$ cat config.mk
export PLATFORM = sky130hd
export DESIGN_NAME = sel_regs
export DESIGN_NICKNAME = d
export VERILOG_FILES = /design/src/include/sel_pkg.sv /design/src/hw/sel_err_counter.sv /design/src/hw/sel_regs.sv
export SDC_FILE = /design/constraint.sdc
export NUM_CORES = 1
export LEC_CHECK = 0
export ABC_AREA = 1
export BUFFER_PORTS_ARGS = -buffer_cell sky130_fd_sc_hd__buf_2
export CORE_MARGIN = 5
export CORE_UTILIZATION = 48
export DETAILED_ROUTE_END_ITERATION = 8
export PLACE_DENSITY = 0.83
export REMOVE_ABC_BUFFERS = 1
export SLEW_MARGIN = 10
export SYNTH_ARGS = -nofsm -noshare
export SYNTH_HDL_FRONTEND = slang
export SYNTH_SLANG_ARGS = --single-unit
$ cat constraint.sdc
create_clock -name clock -period 1.7 [get_ports clock]
set_input_delay 0.34 -clock clock [delete_from_list [all_inputs] [get_ports clock]]
set_output_delay 0.34 -clock clock [all_outputs]
set_load 0.05 [all_outputs]
$ cat src/include/sel_pkg.sv
`default_nettype none
package sel_pkg;
	// ==========================================================
	// register offsets (8-bit control-bus address)
	localparam logic [7:0] ADDR_STRAP  = 8'h37;
	localparam logic [7:0] ADDR_ADIV   = 8'h3A;
	localparam logic [7:0] ADDR_EQSTAT = 8'h3B;
	localparam logic [7:0] ADDR_LERR   = 8'h41;
	localparam logic [7:0] ADDR_DUALRX = 8'h34;
	localparam logic [7:0] ADDR_EQBYP  = 8'h44;
	// ==========================================================
	// reset values
	localparam logic [7:0] RST_ADIV    = 8'h00;
	localparam logic [3:0] RST_THRESH  = 4'h3;
	localparam logic [7:0] RST_DUALRX  = 8'h01;
	localparam logic [7:0] RST_EQBYP   = 8'h60;
	// ==========================================================
	// field positions
	localparam int ADIV_OUT_OVR_BIT = 7;
	localparam int ADIV_OUT_LSB     = 4;
	localparam int ADIV_IN_OVR_BIT  = 2;
	localparam int ADIV_IN_LSB      = 0;
	localparam int LERR_EN_BIT      = 4;
	localparam int PORT2_SEL_BIT    = 1;
	localparam int EQBYP_DIS_BIT    = 0;
	localparam int EQBYP_ST1_LSB    = 5;
	localparam int EQBYP_ST2_LSB    = 1;
	// write mask of the writable registers
	localparam logic [7:0] ADIV_WMASK   = 8'hF7;
	localparam logic [7:0] LERR_WMASK   = 8'h1F;
	localparam logic [7:0] DUALRX_WMASK = 8'h7B;
	localparam logic [7:0] EQBYP_WMASK  = 8'hEF;
endpackage
`default_nettype wire

$ cat src/hw/sel_err_counter.sv
`timescale 1ns/1ps
`default_nettype none
// link error counter, pixel clock enable domain
module sel_err_counter
	import sel_pkg::*;
(
	input  wire logic       clock,      // system clock
	input  wire logic       rst,        // sync reset, high
	input  wire logic       pixEn,      // pixel clock enable
	input  wire logic [2:0] linkErr,    // clk0, clk1, data channel errors
	input  wire logic       countEn,    // counting enabled
	input  wire logic [3:0] threshold,  // error threshold
	input  wire logic       lockIn,     // lock from lock detector
	output logic            lockDrop,   // force loss of lock
	output logic [3:0]      errCount    // current count
);
	typedef struct packed {
		logic [3:0] cnt;
		logic       drop;
		logic       lockPrev;
	} sel_cnt_t;
	sel_cnt_t s_r, s_nxt;
	logic hit;

	// ==========================================================
	// counting
	always_comb begin
		s_nxt = s_r;
		// (RL14) any channel error
		hit = |linkErr;
		if (pixEn) begin
			s_nxt.lockPrev = lockIn;
			// (RL19) fresh count on new lock
			if (!countEn || (lockIn && !s_r.lockPrev)) begin
				s_nxt.cnt  = 4'h0;
				s_nxt.drop = 1'b0;
			end
			if (hit) begin
				// (RL16) one error drops lock when counting disabled
				if (!countEn) begin
					s_nxt.drop = 1'b1;
				end else if (s_nxt.cnt != 4'hF) begin
					s_nxt.cnt = s_nxt.cnt + 4'h1;
				end
			end
			// (RL15) reaching threshold drops lock
			if (countEn && (s_nxt.cnt >= threshold) && (s_nxt.cnt != 4'h0 || hit)) begin
				s_nxt.drop = 1'b1;
			end
		end
	end

	// (RL13) pixel clock based counter
	always_ff @(posedge clock) begin
		if (rst) begin
			s_r <= '0;
		end else begin
			s_r <= s_nxt;
		end
	end

	assign lockDrop = s_r.drop;
	assign errCount = s_r.cnt;

	// (RL16) single error when disabled
	chk_drop_first: assert property (@(posedge clock) disable iff (rst) // (RL16)
		pixEn && !countEn && (|linkErr) |=> lockDrop)
		else $error("lock not dropped on first error");
	// (RL15) threshold reached
	chk_drop_thresh: assert property (@(posedge clock) disable iff (rst) // (RL15)
		pixEn && countEn && $past(countEn) && (|linkErr) && (errCount + 4'h1 == threshold)
		&& !(lockIn && !s_r.lockPrev) |=> lockDrop)
		else $error("lock not dropped at threshold");
endmodule
`default_nettype wire

$ cat src/hw/sel_regs.sv
`timescale 1ns/1ps
`default_nettype none
// Functional notes
// (RL1) backchannel strap latched flag bit 7
// (RL2) backchannel strap code bits 6:4 rate/medium
// (RL3) output format strap latched flag bit 3
// (RL4) output format code bits 2:0, low two
// (RL5) out divider override gates software field
// (RL6) out divider code to divide ratio
// (RL7) in divider override versus state machine
// (RL8) in divider code to divide ratio
// (RL9) bypass returns stage values from bypass reg
// (RL10) adaptive mode returns engine setting
// (RL11) second port select returns port two status
// (RL12) error count enable bit 4, reset 0
// (RL13) threshold bits 3:0 reset 3, pixel clock
// (RL14) both clocks and data channel monitored
// (RL15) drop lock at threshold when enabled
// (RL16) drop lock on first error when disabled
// (RL17) port select steers, writes hit shared
// (RL18) stage one bits 2:0, two bits 5:3
// (RL19) counter clears on new lock or disable
module sel_regs
	import sel_pkg::*;
(
	input  wire logic       clock,        // system clock 250 MHz
	input  wire logic       rst,          // sync reset, high
	input  wire logic [7:0] regAddr,      // control bus address
	input  wire logic [7:0] regWdata,     // write data
	input  wire logic       regWr,        // write strobe
	input  wire logic       regRd,        // read strobe
	output logic [7:0]      regRdata,     // read data, registered
	input  wire logic [2:0] bcStrapPin,   // backchannel strap decode from sampler
	input  wire logic       bcStrapDone,  // backchannel decode complete
	input  wire logic [2:0] fmtStrapPin,  // format strap decode from sampler
	input  wire logic       fmtStrapDone, // format decode complete
	output logic            bcHighRate,   // 1: 20 Mbps, 0: 5 Mbps
	output logic            bcCoax,       // 1: coax, 0: twisted pair
	output logic [1:0]      outFormat,    // 00 dual,01 swap,10 single,11 repl
	input  wire logic [1:0] pllSmInDiv,   // state machine input divide code
	output logic [5:0]      outDivRatio,  // output divide ratio, 0: no override
	output logic [3:0]      inDivRatio,   // input divide ratio
	input  wire logic [5:0] aeqSetting0,  // adaptive engine setting port 1
	input  wire logic [5:0] aeqSetting1,  // adaptive engine setting port 2
	output logic [5:0]      eqDrive0,     // equalizer setting to analog port 1
	output logic [5:0]      eqDrive1,     // equalizer setting to analog port 2
	input  wire logic       pixEn,        // pixel clock enable
	input  wire logic [2:0] linkErr,      // clk0, clk1, data channel errors
	input  wire logic       lockIn,       // lock from lock detector
	output logic            lockDrop      // force loss of lock
);
	typedef struct packed {
		logic [2:0] bcCode;
		logic       bcDone;
		logic [2:0] fmtCode;
		logic       fmtDone;
		logic [7:0] adiv;
		logic [4:0] lerr;
		logic [7:0] dualRx;
		logic [7:0] eqByp0;
		logic [7:0] eqByp1;
		logic [7:0] rdata;
	} sel_regs_t;
	sel_regs_t s_r, s_nxt;
	logic [3:0] errCount;
	logic [2:0] bcSync1_r, bcSync2_r, fmtSync1_r, fmtSync2_r;
	logic [1:0] doneSync1_r, doneSync2_r;
	logic [1:0] inCode;
	logic       port2;

	// ==========================================================
	// equalizer status decode, used for both ports
	// (RL18) stage one low, stage two high
	function automatic logic [5:0] eqStatus(input logic [7:0] byp, input logic [5:0] aeq);
		// (RL9) bypass uses programmed stages
		if (byp[EQBYP_DIS_BIT]) begin
			eqStatus = {byp[EQBYP_ST2_LSB +: 3], byp[EQBYP_ST1_LSB +: 3]};
		end else begin
			// (RL10) engine setting when adapting
			eqStatus = aeq;
		end
	endfunction

	// ==========================================================
	// strap inputs come from pins: two-flop synchronisers
	always_ff @(posedge clock) begin
		bcSync1_r   <= bcStrapPin;
		bcSync2_r   <= bcSync1_r;
		fmtSync1_r  <= fmtStrapPin;
		fmtSync2_r  <= fmtSync1_r;
		doneSync1_r <= {bcStrapDone, fmtStrapDone};
		doneSync2_r <= doneSync1_r;
	end

	assign port2 = s_r.dualRx[PORT2_SEL_BIT];

	// ==========================================================
	// register updates
	always_comb begin
		s_nxt = s_r;
		// (RL1) capture once, then flag stays
		if (doneSync2_r[1] && !s_r.bcDone) begin
			s_nxt.bcCode = bcSync2_r;
			s_nxt.bcDone = 1'b1;
		end
		// (RL3) capture once, then flag stays
		if (doneSync2_r[0] && !s_r.fmtDone) begin
			s_nxt.fmtCode = fmtSync2_r;
			s_nxt.fmtDone = 1'b1;
		end
		if (regWr) begin
			if (regAddr == ADDR_ADIV) begin
				s_nxt.adiv = regWdata & ADIV_WMASK;
			end else if (regAddr == ADDR_LERR) begin
				// (RL12) enable bit and threshold
				s_nxt.lerr = regWdata[4:0];
			end else if (regAddr == ADDR_DUALRX) begin
				s_nxt.dualRx = regWdata & DUALRX_WMASK;
			end else if (regAddr == ADDR_EQBYP) begin
				// (RL17) port select steers the write
				if (port2) begin
					s_nxt.eqByp1 = regWdata & EQBYP_WMASK;
				end else begin
					s_nxt.eqByp0 = regWdata & EQBYP_WMASK;
				end
			end
		end
		if (regRd) begin
			if (regAddr == ADDR_STRAP) begin
				s_nxt.rdata = {s_r.bcDone, s_r.bcCode, s_r.fmtDone, s_r.fmtCode};
			end else if (regAddr == ADDR_ADIV) begin
				s_nxt.rdata = s_r.adiv;
			end else if (regAddr == ADDR_EQSTAT) begin
				// (RL11) second port status when selected
				s_nxt.rdata = {2'b00, port2 ? eqStatus(s_r.eqByp1, aeqSetting1)
				                            : eqStatus(s_r.eqByp0, aeqSetting0)};
			end else if (regAddr == ADDR_LERR) begin
				s_nxt.rdata = {3'b000, s_r.lerr};
			end else if (regAddr == ADDR_DUALRX) begin
				s_nxt.rdata = s_r.dualRx;
			end else if (regAddr == ADDR_EQBYP) begin
				s_nxt.rdata = port2 ? s_r.eqByp1 : s_r.eqByp0;
			end else begin
				s_nxt.rdata = 8'h00;
			end
		end
	end

	always_ff @(posedge clock) begin
		if (rst) begin
			s_r        <= '0;
			s_r.adiv   <= RST_ADIV;
			s_r.lerr   <= {1'b0, RST_THRESH};
			s_r.dualRx <= RST_DUALRX;
			s_r.eqByp0 <= RST_EQBYP;
			s_r.eqByp1 <= RST_EQBYP;
		end else begin
			s_r <= s_nxt;
		end
	end

	// ==========================================================
	// decoded outputs
	// (RL2) rate from bit 5, medium from bit 4
	assign bcHighRate = s_r.bcCode[1];
	assign bcCoax     = s_r.bcCode[0];
	// (RL4) bit 2 ignored for format
	assign outFormat  = s_r.fmtCode[1:0];
	assign regRdata   = s_r.rdata;
	assign eqDrive0   = eqStatus(s_r.eqByp0, aeqSetting0);
	assign eqDrive1   = eqStatus(s_r.eqByp1, aeqSetting1);

	// output divider ratio, zero means the pll keeps its own choice
	always_comb begin
		// (RL5) override gates the field
		if (!s_r.adiv[ADIV_OUT_OVR_BIT]) begin
			outDivRatio = 6'd0;
		end else begin
			// (RL6) code to ratio
			case (s_r.adiv[ADIV_OUT_LSB +: 3])
				3'b000:  outDivRatio = 6'd32;
				3'b001:  outDivRatio = 6'd16;
				3'b010:  outDivRatio = 6'd8;
				3'b011:  outDivRatio = 6'd4;
				3'b100,
				3'b101:  outDivRatio = 6'd2;
				default: outDivRatio = 6'd1;
			endcase
		end
	end

	// (RL7) software or state machine code
	assign inCode = s_r.adiv[ADIV_IN_OVR_BIT] ? s_r.adiv[ADIV_IN_LSB +: 2] : pllSmInDiv;
	// (RL8) 1,2,4,8
	assign inDivRatio = 4'h1 << inCode;

	// ==========================================================
	// link error monitor
	sel_err_counter u_cnt (
		.clock     (clock),
		.rst       (rst),
		.pixEn     (pixEn),
		.linkErr   (linkErr),
		.countEn   (s_r.lerr[LERR_EN_BIT]),
		.threshold (s_r.lerr[3:0]),
		.lockIn    (lockIn),
		.lockDrop  (lockDrop),
		.errCount  (errCount)
	);

	// (RL1) flag only after a capture
	chk_bc_done: assert property (@(posedge clock) disable iff (rst) // (RL1)
		!s_r.bcDone && !doneSync2_r[1] |=> !s_r.bcDone)
		else $error("backchannel flag set without capture");
	// (RL3) format flag set within a cycle
	chk_fmt_done: assert property (@(posedge clock) disable iff (rst) // (RL3)
		doneSync2_r[0] |=> s_r.fmtDone)
		else $error("format flag not set");
	// (RL5) no override gives zero
	chk_out_ovr: assert property (@(posedge clock) disable iff (rst) // (RL5)
		!s_r.adiv[ADIV_OUT_OVR_BIT] |-> outDivRatio == 6'd0)
		else $error("output divider used without override");
	// (RL7) state machine code when not overridden
	chk_in_ovr: assert property (@(posedge clock) disable iff (rst) // (RL7)
		!s_r.adiv[ADIV_IN_OVR_BIT] && pllSmInDiv == 2'b11 |-> inDivRatio == 4'h8)
		else $error("input divider not from state machine");
	// (RL11) second port status read
	chk_eq_port2: assert property (@(posedge clock) disable iff (rst) // (RL11)
		regRd && regAddr == ADDR_EQSTAT && port2 && !s_r.eqByp1[0]
		|=> regRdata == {2'b00, $past(aeqSetting1)})
		else $error("second port status not returned");
	// (RL12) enable written
	chk_lerr_wr: assert property (@(posedge clock) disable iff (rst) // (RL12)
		regWr && regAddr == ADDR_LERR |=> s_r.lerr == $past(regWdata[4:0]))
		else $error("error control not written");
	// (RL18) bypass stage placement
	chk_eq_byp: assert property (@(posedge clock) disable iff (rst) // (RL18)
		s_r.eqByp0[0] |-> eqDrive0[2:0] == s_r.eqByp0[7:5])
		else $error("stage one misplaced");
	// (RL2) rate from captured code
	chk_bc_rate: assert property (@(posedge clock) disable iff (rst) // (RL2)
		!s_r.bcDone && doneSync2_r[1] |=> bcHighRate == $past(bcSync2_r[1]))
		else $error("rate decode wrong");
	// (RL2) medium from captured code
	chk_bc_coax: assert property (@(posedge clock) disable iff (rst) // (RL2)
		!s_r.bcDone && doneSync2_r[1] |=> bcCoax == $past(bcSync2_r[0]))
		else $error("medium decode wrong");

	// ==========================================================
	// capture, divider, equalizer and steering checks
	// (RL1) backchannel capture holds
	chk_bc_hold: assert property (@(posedge clock) disable iff (rst) // (RL1)
		s_r.bcDone |=> s_r.bcDone && $stable(s_r.bcCode))
		else $error("backchannel capture changed");
	// (RL3) format capture holds
	chk_fmt_hold: assert property (@(posedge clock) disable iff (rst) // (RL3)
		s_r.fmtDone |=> s_r.fmtDone && $stable(s_r.fmtCode))
		else $error("format capture changed");
	// (RL4) format from low two bits
	chk_fmt_code: assert property (@(posedge clock) disable iff (rst) // (RL4)
		!s_r.fmtDone && doneSync2_r[0] |=> outFormat == $past(fmtSync2_r[1:0]))
		else $error("format decode wrong");
	// (RL1) done flags read back
	chk_strap_rd: assert property (@(posedge clock) disable iff (rst) // (RL1)
		regRd && regAddr == ADDR_STRAP
		|=> regRdata[7] == $past(s_r.bcDone) && regRdata[3] == $past(s_r.fmtDone))
		else $error("strap done flags misplaced");
	// (RL6) slowest output ratio
	chk_out_div32: assert property (@(posedge clock) disable iff (rst) // (RL6)
		s_r.adiv[ADIV_OUT_OVR_BIT] && s_r.adiv[ADIV_OUT_LSB +: 3] == 3'b000
		|-> outDivRatio == 6'd32)
		else $error("output divide by 32 wrong");
	// (RL6) fastest output ratio
	chk_out_div1: assert property (@(posedge clock) disable iff (rst) // (RL6)
		s_r.adiv[ADIV_OUT_OVR_BIT] && s_r.adiv[ADIV_OUT_LSB +: 3] == 3'b110
		|-> outDivRatio == 6'd1)
		else $error("output divide by 1 wrong");
	// (RL8) software input ratio
	chk_in_sw: assert property (@(posedge clock) disable iff (rst) // (RL8)
		s_r.adiv[ADIV_IN_OVR_BIT] && s_r.adiv[ADIV_IN_LSB +: 2] == 2'b10 |-> inDivRatio == 4'h4)
		else $error("input divide by 4 wrong");
	// (RL10) engine setting passes through
	chk_eq_adapt: assert property (@(posedge clock) disable iff (rst) // (RL10)
		!s_r.eqByp0[EQBYP_DIS_BIT] |-> eqDrive0 == aeqSetting0)
		else $error("engine setting not used");
	// (RL9) bypass stage one on port two
	chk_eq_bypass: assert property (@(posedge clock) disable iff (rst) // (RL9)
		s_r.eqByp1[EQBYP_DIS_BIT] |-> eqDrive1[2:0] == s_r.eqByp1[7:5])
		else $error("bypass stage one not used");
	// (RL18) stage two in high bits
	chk_eq_stage2: assert property (@(posedge clock) disable iff (rst) // (RL18)
		s_r.eqByp1[EQBYP_DIS_BIT] |-> eqDrive1[5:3] == s_r.eqByp1[3:1])
		else $error("stage two misplaced");
	// (RL11) first port status read
	chk_eq_port1: assert property (@(posedge clock) disable iff (rst) // (RL11)
		regRd && regAddr == ADDR_EQSTAT && !port2 |=> regRdata == {2'b00, $past(eqDrive0)})
		else $error("first port status not returned");
	// (RL17) shared register always written
	chk_wr_shared: assert property (@(posedge clock) disable iff (rst) // (RL17)
		regWr && regAddr == ADDR_ADIV |=> s_r.adiv == ($past(regWdata) & ADIV_WMASK))
		else $error("shared register not written");
	// (RL17) steered write spares port one
	chk_byp_steer: assert property (@(posedge clock) disable iff (rst) // (RL17)
		regWr && regAddr == ADDR_EQBYP && port2 |=> $stable(s_r.eqByp0))
		else $error("port one bypass changed");
endmodule
`default_nettype wire

==> flow_summary.json <==
{
  "status": "finished, violations left",
  "violations": "setup timing",
  "routed_wl_um": 9630,
  "timing.final.ws_setup_ns": -0.293,
  "synth_cell_type_count": 37,
  "clock_sink_count": 70,
  "synth_warnings": 0,
  "grt_max_degree": 22,
  "fp-row-count": 30,
  "worst_setup_path_end_kind": "flop",
  "setup-tns-final_ns": -0.570,
  "initial_core_utilization_pct": 49.9,
  "clock_skew_ns": 0.00950,
  "drtPass1Iterations": 5,
  "synth_enable_flop_cells": 0,
  "total_switching_power_uw": 951,
  "hold_violations": 0,
  "setup_viol": 2,
  "synthesis.area_um2": 3420,
  "htree_num_levels": 3,
  "crit_slowest_cell": "sky130_fd_sc_hd__dfxtp_2",
  "synthCells": 480,
  "sequential_cell_fraction_of_total_power_pct": 45.0,
  "dieHeight_um": 94.5,
  "post-dp-hpwl_um": 6830,
  "dpl_ws_ns": -0.369,
  "fp.dieArea_um2": 8920,
  "diodes": 0,
  "critPathKind": "flop to flop",
  "cts_tree": "done",
  "wire_length_per_cell_um": 14.1,
  "flow.area_growth_from_synthesis_pct": 30.0,
  "p_clk_share_pct": 43.2,
  "critical_path_fanout_max": 4,
  "worst_path_most_repeated_cell": "sky130_fd_sc_hd__buf_4",
  "switching_part_of_the_total_pct": 25.1,
  "slowest_delay_ns": 0.33,
  "vias_per_cell": 5.23,
  "max_freq_mhz": 502,
  "final_count_of_pins_violating_max_slew": 0,
  "seq_area_frac_synth_pct": 40.9,
  "clkLatencyLatePin_ns": 0.34,
  "leak_pwr_uw": 0.00215,
  "io_pins": 82,
  "vias_in_the_first_global_route": 3356,
  "drt_iter0_markers": 308,
  "pwr_density_cell_nw_per_um2": 852,
  "final.min_clock_period_ns": 1.99,
  "cp-start-kind": "flop",
  "antenna_violating_nets_post_route": 0,
  "post_synth.cell_area_avg_um2": 7.13,
  "vias": 3562,
  "critical_path_required_ns": 1.98,
  "ctsRootBufferMaster": "sky130_fd_sc_hd__clkbuf_8",
  "timing.hold.worst.class": "primary input to flop",
  "yosys_most_used_dff": "sky130_fd_sc_hd__dfxtp_1",
  "cts.reportedPaths.clkPinSlew_ns": 0.08,
  "drv_cap": 0,
  "slew-limit-headroom_pct": 71.1,
  "critical_path_arrival_ns": 2.28,
  "core_um2": 6870,
  "combinationalPowerShare_pct": 11.8,
  "clock_buffer_depth": 2,
  "die_w_um": 94.5,
  "grt_util_all_layers_pct": 21.1,
  "yosys_register_bits": 70,
  "grt_first_pass_wirelength_um": 14900,
  "post-route-drc-count": 0,
  "antenna_violations_before_repair": 0,
  "cts_inserted_buffers": 9,
  "globalRoute.totalOverflow": 0,
  "port_buffers": 81,
  "cts_hold_buffers": 0,
  "crit_path_cell_trace": "inv_2, nand2_4, nand2_2, inv_2, nand2_2, buf_4, nand2_1, a21oi_2, nand2_1, nand2_2, buf_4, buf_4, buf_4, buf_4, buf_4, buf_4, a21oi_2",
  "drive_above_1_share_pct": 31.8,
  "timing.reg2reg.setup_slack_ns": -0.29,
  "worst-slew-pin-transition_ns": 0.434,
  "final_nets": 632,
  "power.ir.vdd_worst_mv": 0.637,
  "synth_largest_type_area_fraction_pct": 40.9,
  "min_period_over_period_pct": 117,
  "async_flop_share_pct": 0,
  "internal-power_uw": 2840,
  "synth_top_area_cell": "sky130_fd_sc_hd__dfxtp_1",
  "post_synth_main_area_contributors": "sky130_fd_sc_hd__dfxtp_1 (41%), sky130_fd_sc_hd__nand2_1 (11%), sky130_fd_sc_hd__o21ai_0 (8.2%)",
  "rsz0062_at_grt": "true",
  "finalWeightedCongestion": 0.858
}
==> cells in the mapped netlist (all sizes together) (4+ instances only) <==
master  instances
a21oi          55
buf            19
clkbuf          6
dfxtp          70
ha              4
inv            78
nand2         103
nand3          15
nand4           6
nor2           36
nor3            8
o211ai          6
o21ai          64
==> cell families (layout without fill, tap and decap cells) <==
group	after synthesis	after routing	synth area share, %
multiplexers	1	1	0.329
AND/OR/NAND/NOR	173	173	23.7
flip-flops	70	70	40.9
adder cells (fa/ha/maj)	4	4	1.46
buffers and inverters	103	208	13.2
AO/OA/AOI/OAI	129	129	20.5
==> power by group through the flow <==
stage / registers [uW] / clock network [uW] / logic, uW
4_1_cts: 1710 / 1650 / 432
5_1_grt: 1710 / 1710 / 482
3_3_place_gp: 1750 / 0 / 395
6_report: 1710 / 1640 / 447
3_5_place_dp: 1750 / 0 / 403
2_1_floorplan: 1790 / 0 / 203
==> metal layers <==
layer	vias to the layer above	GRT usage, %	share of wire (%)	wire length (um)
li1	1747	-	-	-
met1	1631	24.8	40	3870
met2	146	36.6	49	4760
met3	38	5.42	6.8	652
met4	0	8.53	3.6	343
met5	-	0	0	0
==> worst max-delay path, delay by kind of cell (launching register included) <==
kind	cells	cell delay [ns]
buffers and inverters	9	1.01
AND/OR/NAND/NOR	6	0.44
flip-flops	1	0.33
AO/OA/AOI/OAI	2	0.17
==> metrics by stage <==
stage	cells	hold WS, ns	power [uW]	cell area [um^2]	utilization (%)
after CTS	678	0.0838	3790	4370	63.6
final	681	0.0901	3790	4450	64.8
after floorplan	455	0.310	1990	3270	-
after global placement	650	0.310	2140	3940	57.4
after detailed placement	650	0.315	2150	3940	57.4
after global routing	681	0.0802	3900	4450	64.8
==> state kept, by name, indices dropped and copies added (netlist names) <==
| name | cells |
|---|---|
| s_r | 35 |
| regRdata | 8 |
| u_cnt.errCount | 4 |
| bcSync1_r | 3 |
| bcSync2_r | 3 |
| fmtSync1_r | 3 |
| fmtSync2_r | 3 |
| doneSync1_r | 2 |
| doneSync2_r | 2 |
| outFormat | 2 |
| bcCoax | 1 |
| bcHighRate | 1 |
| port2 | 1 |
| u_cnt.lockDrop | 1 |
| u_cnt.s_r | 1 |
==> final timing paths <==
kind | startpoint | depth (start not counted) | to
max | u_cnt.s_r[0] | 17 | u_cnt.errCount[2]
max reg2reg | u_cnt.s_r[0] | 17 | u_cnt.errCount[2]
min | fmtStrapPin[2] | 1 | fmtSync1_r[2]
min reg2reg | bcSync1_r[1] | 0 | bcSync2_r[1]
==> repair_timing <==
action | CTS | global route
buffers inserted | 13 | 3
endpoints found under the setup margin | 17 | 20
gates resized for setup | 36 | 31
pin swaps | 12 | 10
==> placed cells by master (no fill, tap or decap), types with 2 or more instances in the layout <==
master / synthesis / routed
sky130_fd_sc_hd__nand2_1: 100 / 95
sky130_fd_sc_hd__buf_2: 6 / 67
sky130_fd_sc_hd__inv_1: 71 / 66
sky130_fd_sc_hd__dfxtp_1: 70 / 64
sky130_fd_sc_hd__o21ai_0: 56 / 47
sky130_fd_sc_hd__a21oi_1: 51 / 46
sky130_fd_sc_hd__buf_4: 10 / 44
sky130_fd_sc_hd__nor2_1: 33 / 31
sky130_fd_sc_hd__nand3_1: 14 / 13
sky130_fd_sc_hd__inv_2: 6 / 11
sky130_fd_sc_hd__o21ai_1: 4 / 11
sky130_fd_sc_hd__clkbuf_8: 0 / 10
sky130_fd_sc_hd__a21oi_2: 4 / 9
sky130_fd_sc_hd__o21ai_2: 4 / 6
sky130_fd_sc_hd__o211ai_1: 6 / 6
sky130_fd_sc_hd__nand4_1: 5 / 5
sky130_fd_sc_hd__nand2_2: 1 / 5
sky130_fd_sc_hd__nor3_1: 4 / 4
sky130_fd_sc_hd__dfxtp_2: 0 / 4
sky130_fd_sc_hd__nand2_4: 2 / 3
sky130_fd_sc_hd__nor3_4: 3 / 3
sky130_fd_sc_hd__ha_1: 4 / 3
sky130_fd_sc_hd__bufinv_16: 0 / 3
sky130_fd_sc_hd__buf_6: 2 / 3
sky130_fd_sc_hd__nor2_4: 1 / 2
sky130_fd_sc_hd__nor2_2: 1 / 2
sky130_fd_sc_hd__nor4_1: 3 / 2
sky130_fd_sc_hd__a211oi_1: 2 / 2
sky130_fd_sc_hd__nand3b_1: 2 / 2
sky130_fd_sc_hd__clkinv_4: 0 / 2
sky130_fd_sc_hd__dfxtp_4: 0 / 2
==> final cells by class <==
type / count / area [um^2]
well taps: 96 / 120
flip-flops and latches: 70 / 1410
multi-input cells: 307 / 1660
inverters: 78 / 295
repair buffers: 115 / 719
clock buffers: 10 / 138
clock inverters: 5 / 108
fillers: 566 / 2420
Note: power is estimated with default switching activity, not from simulation.
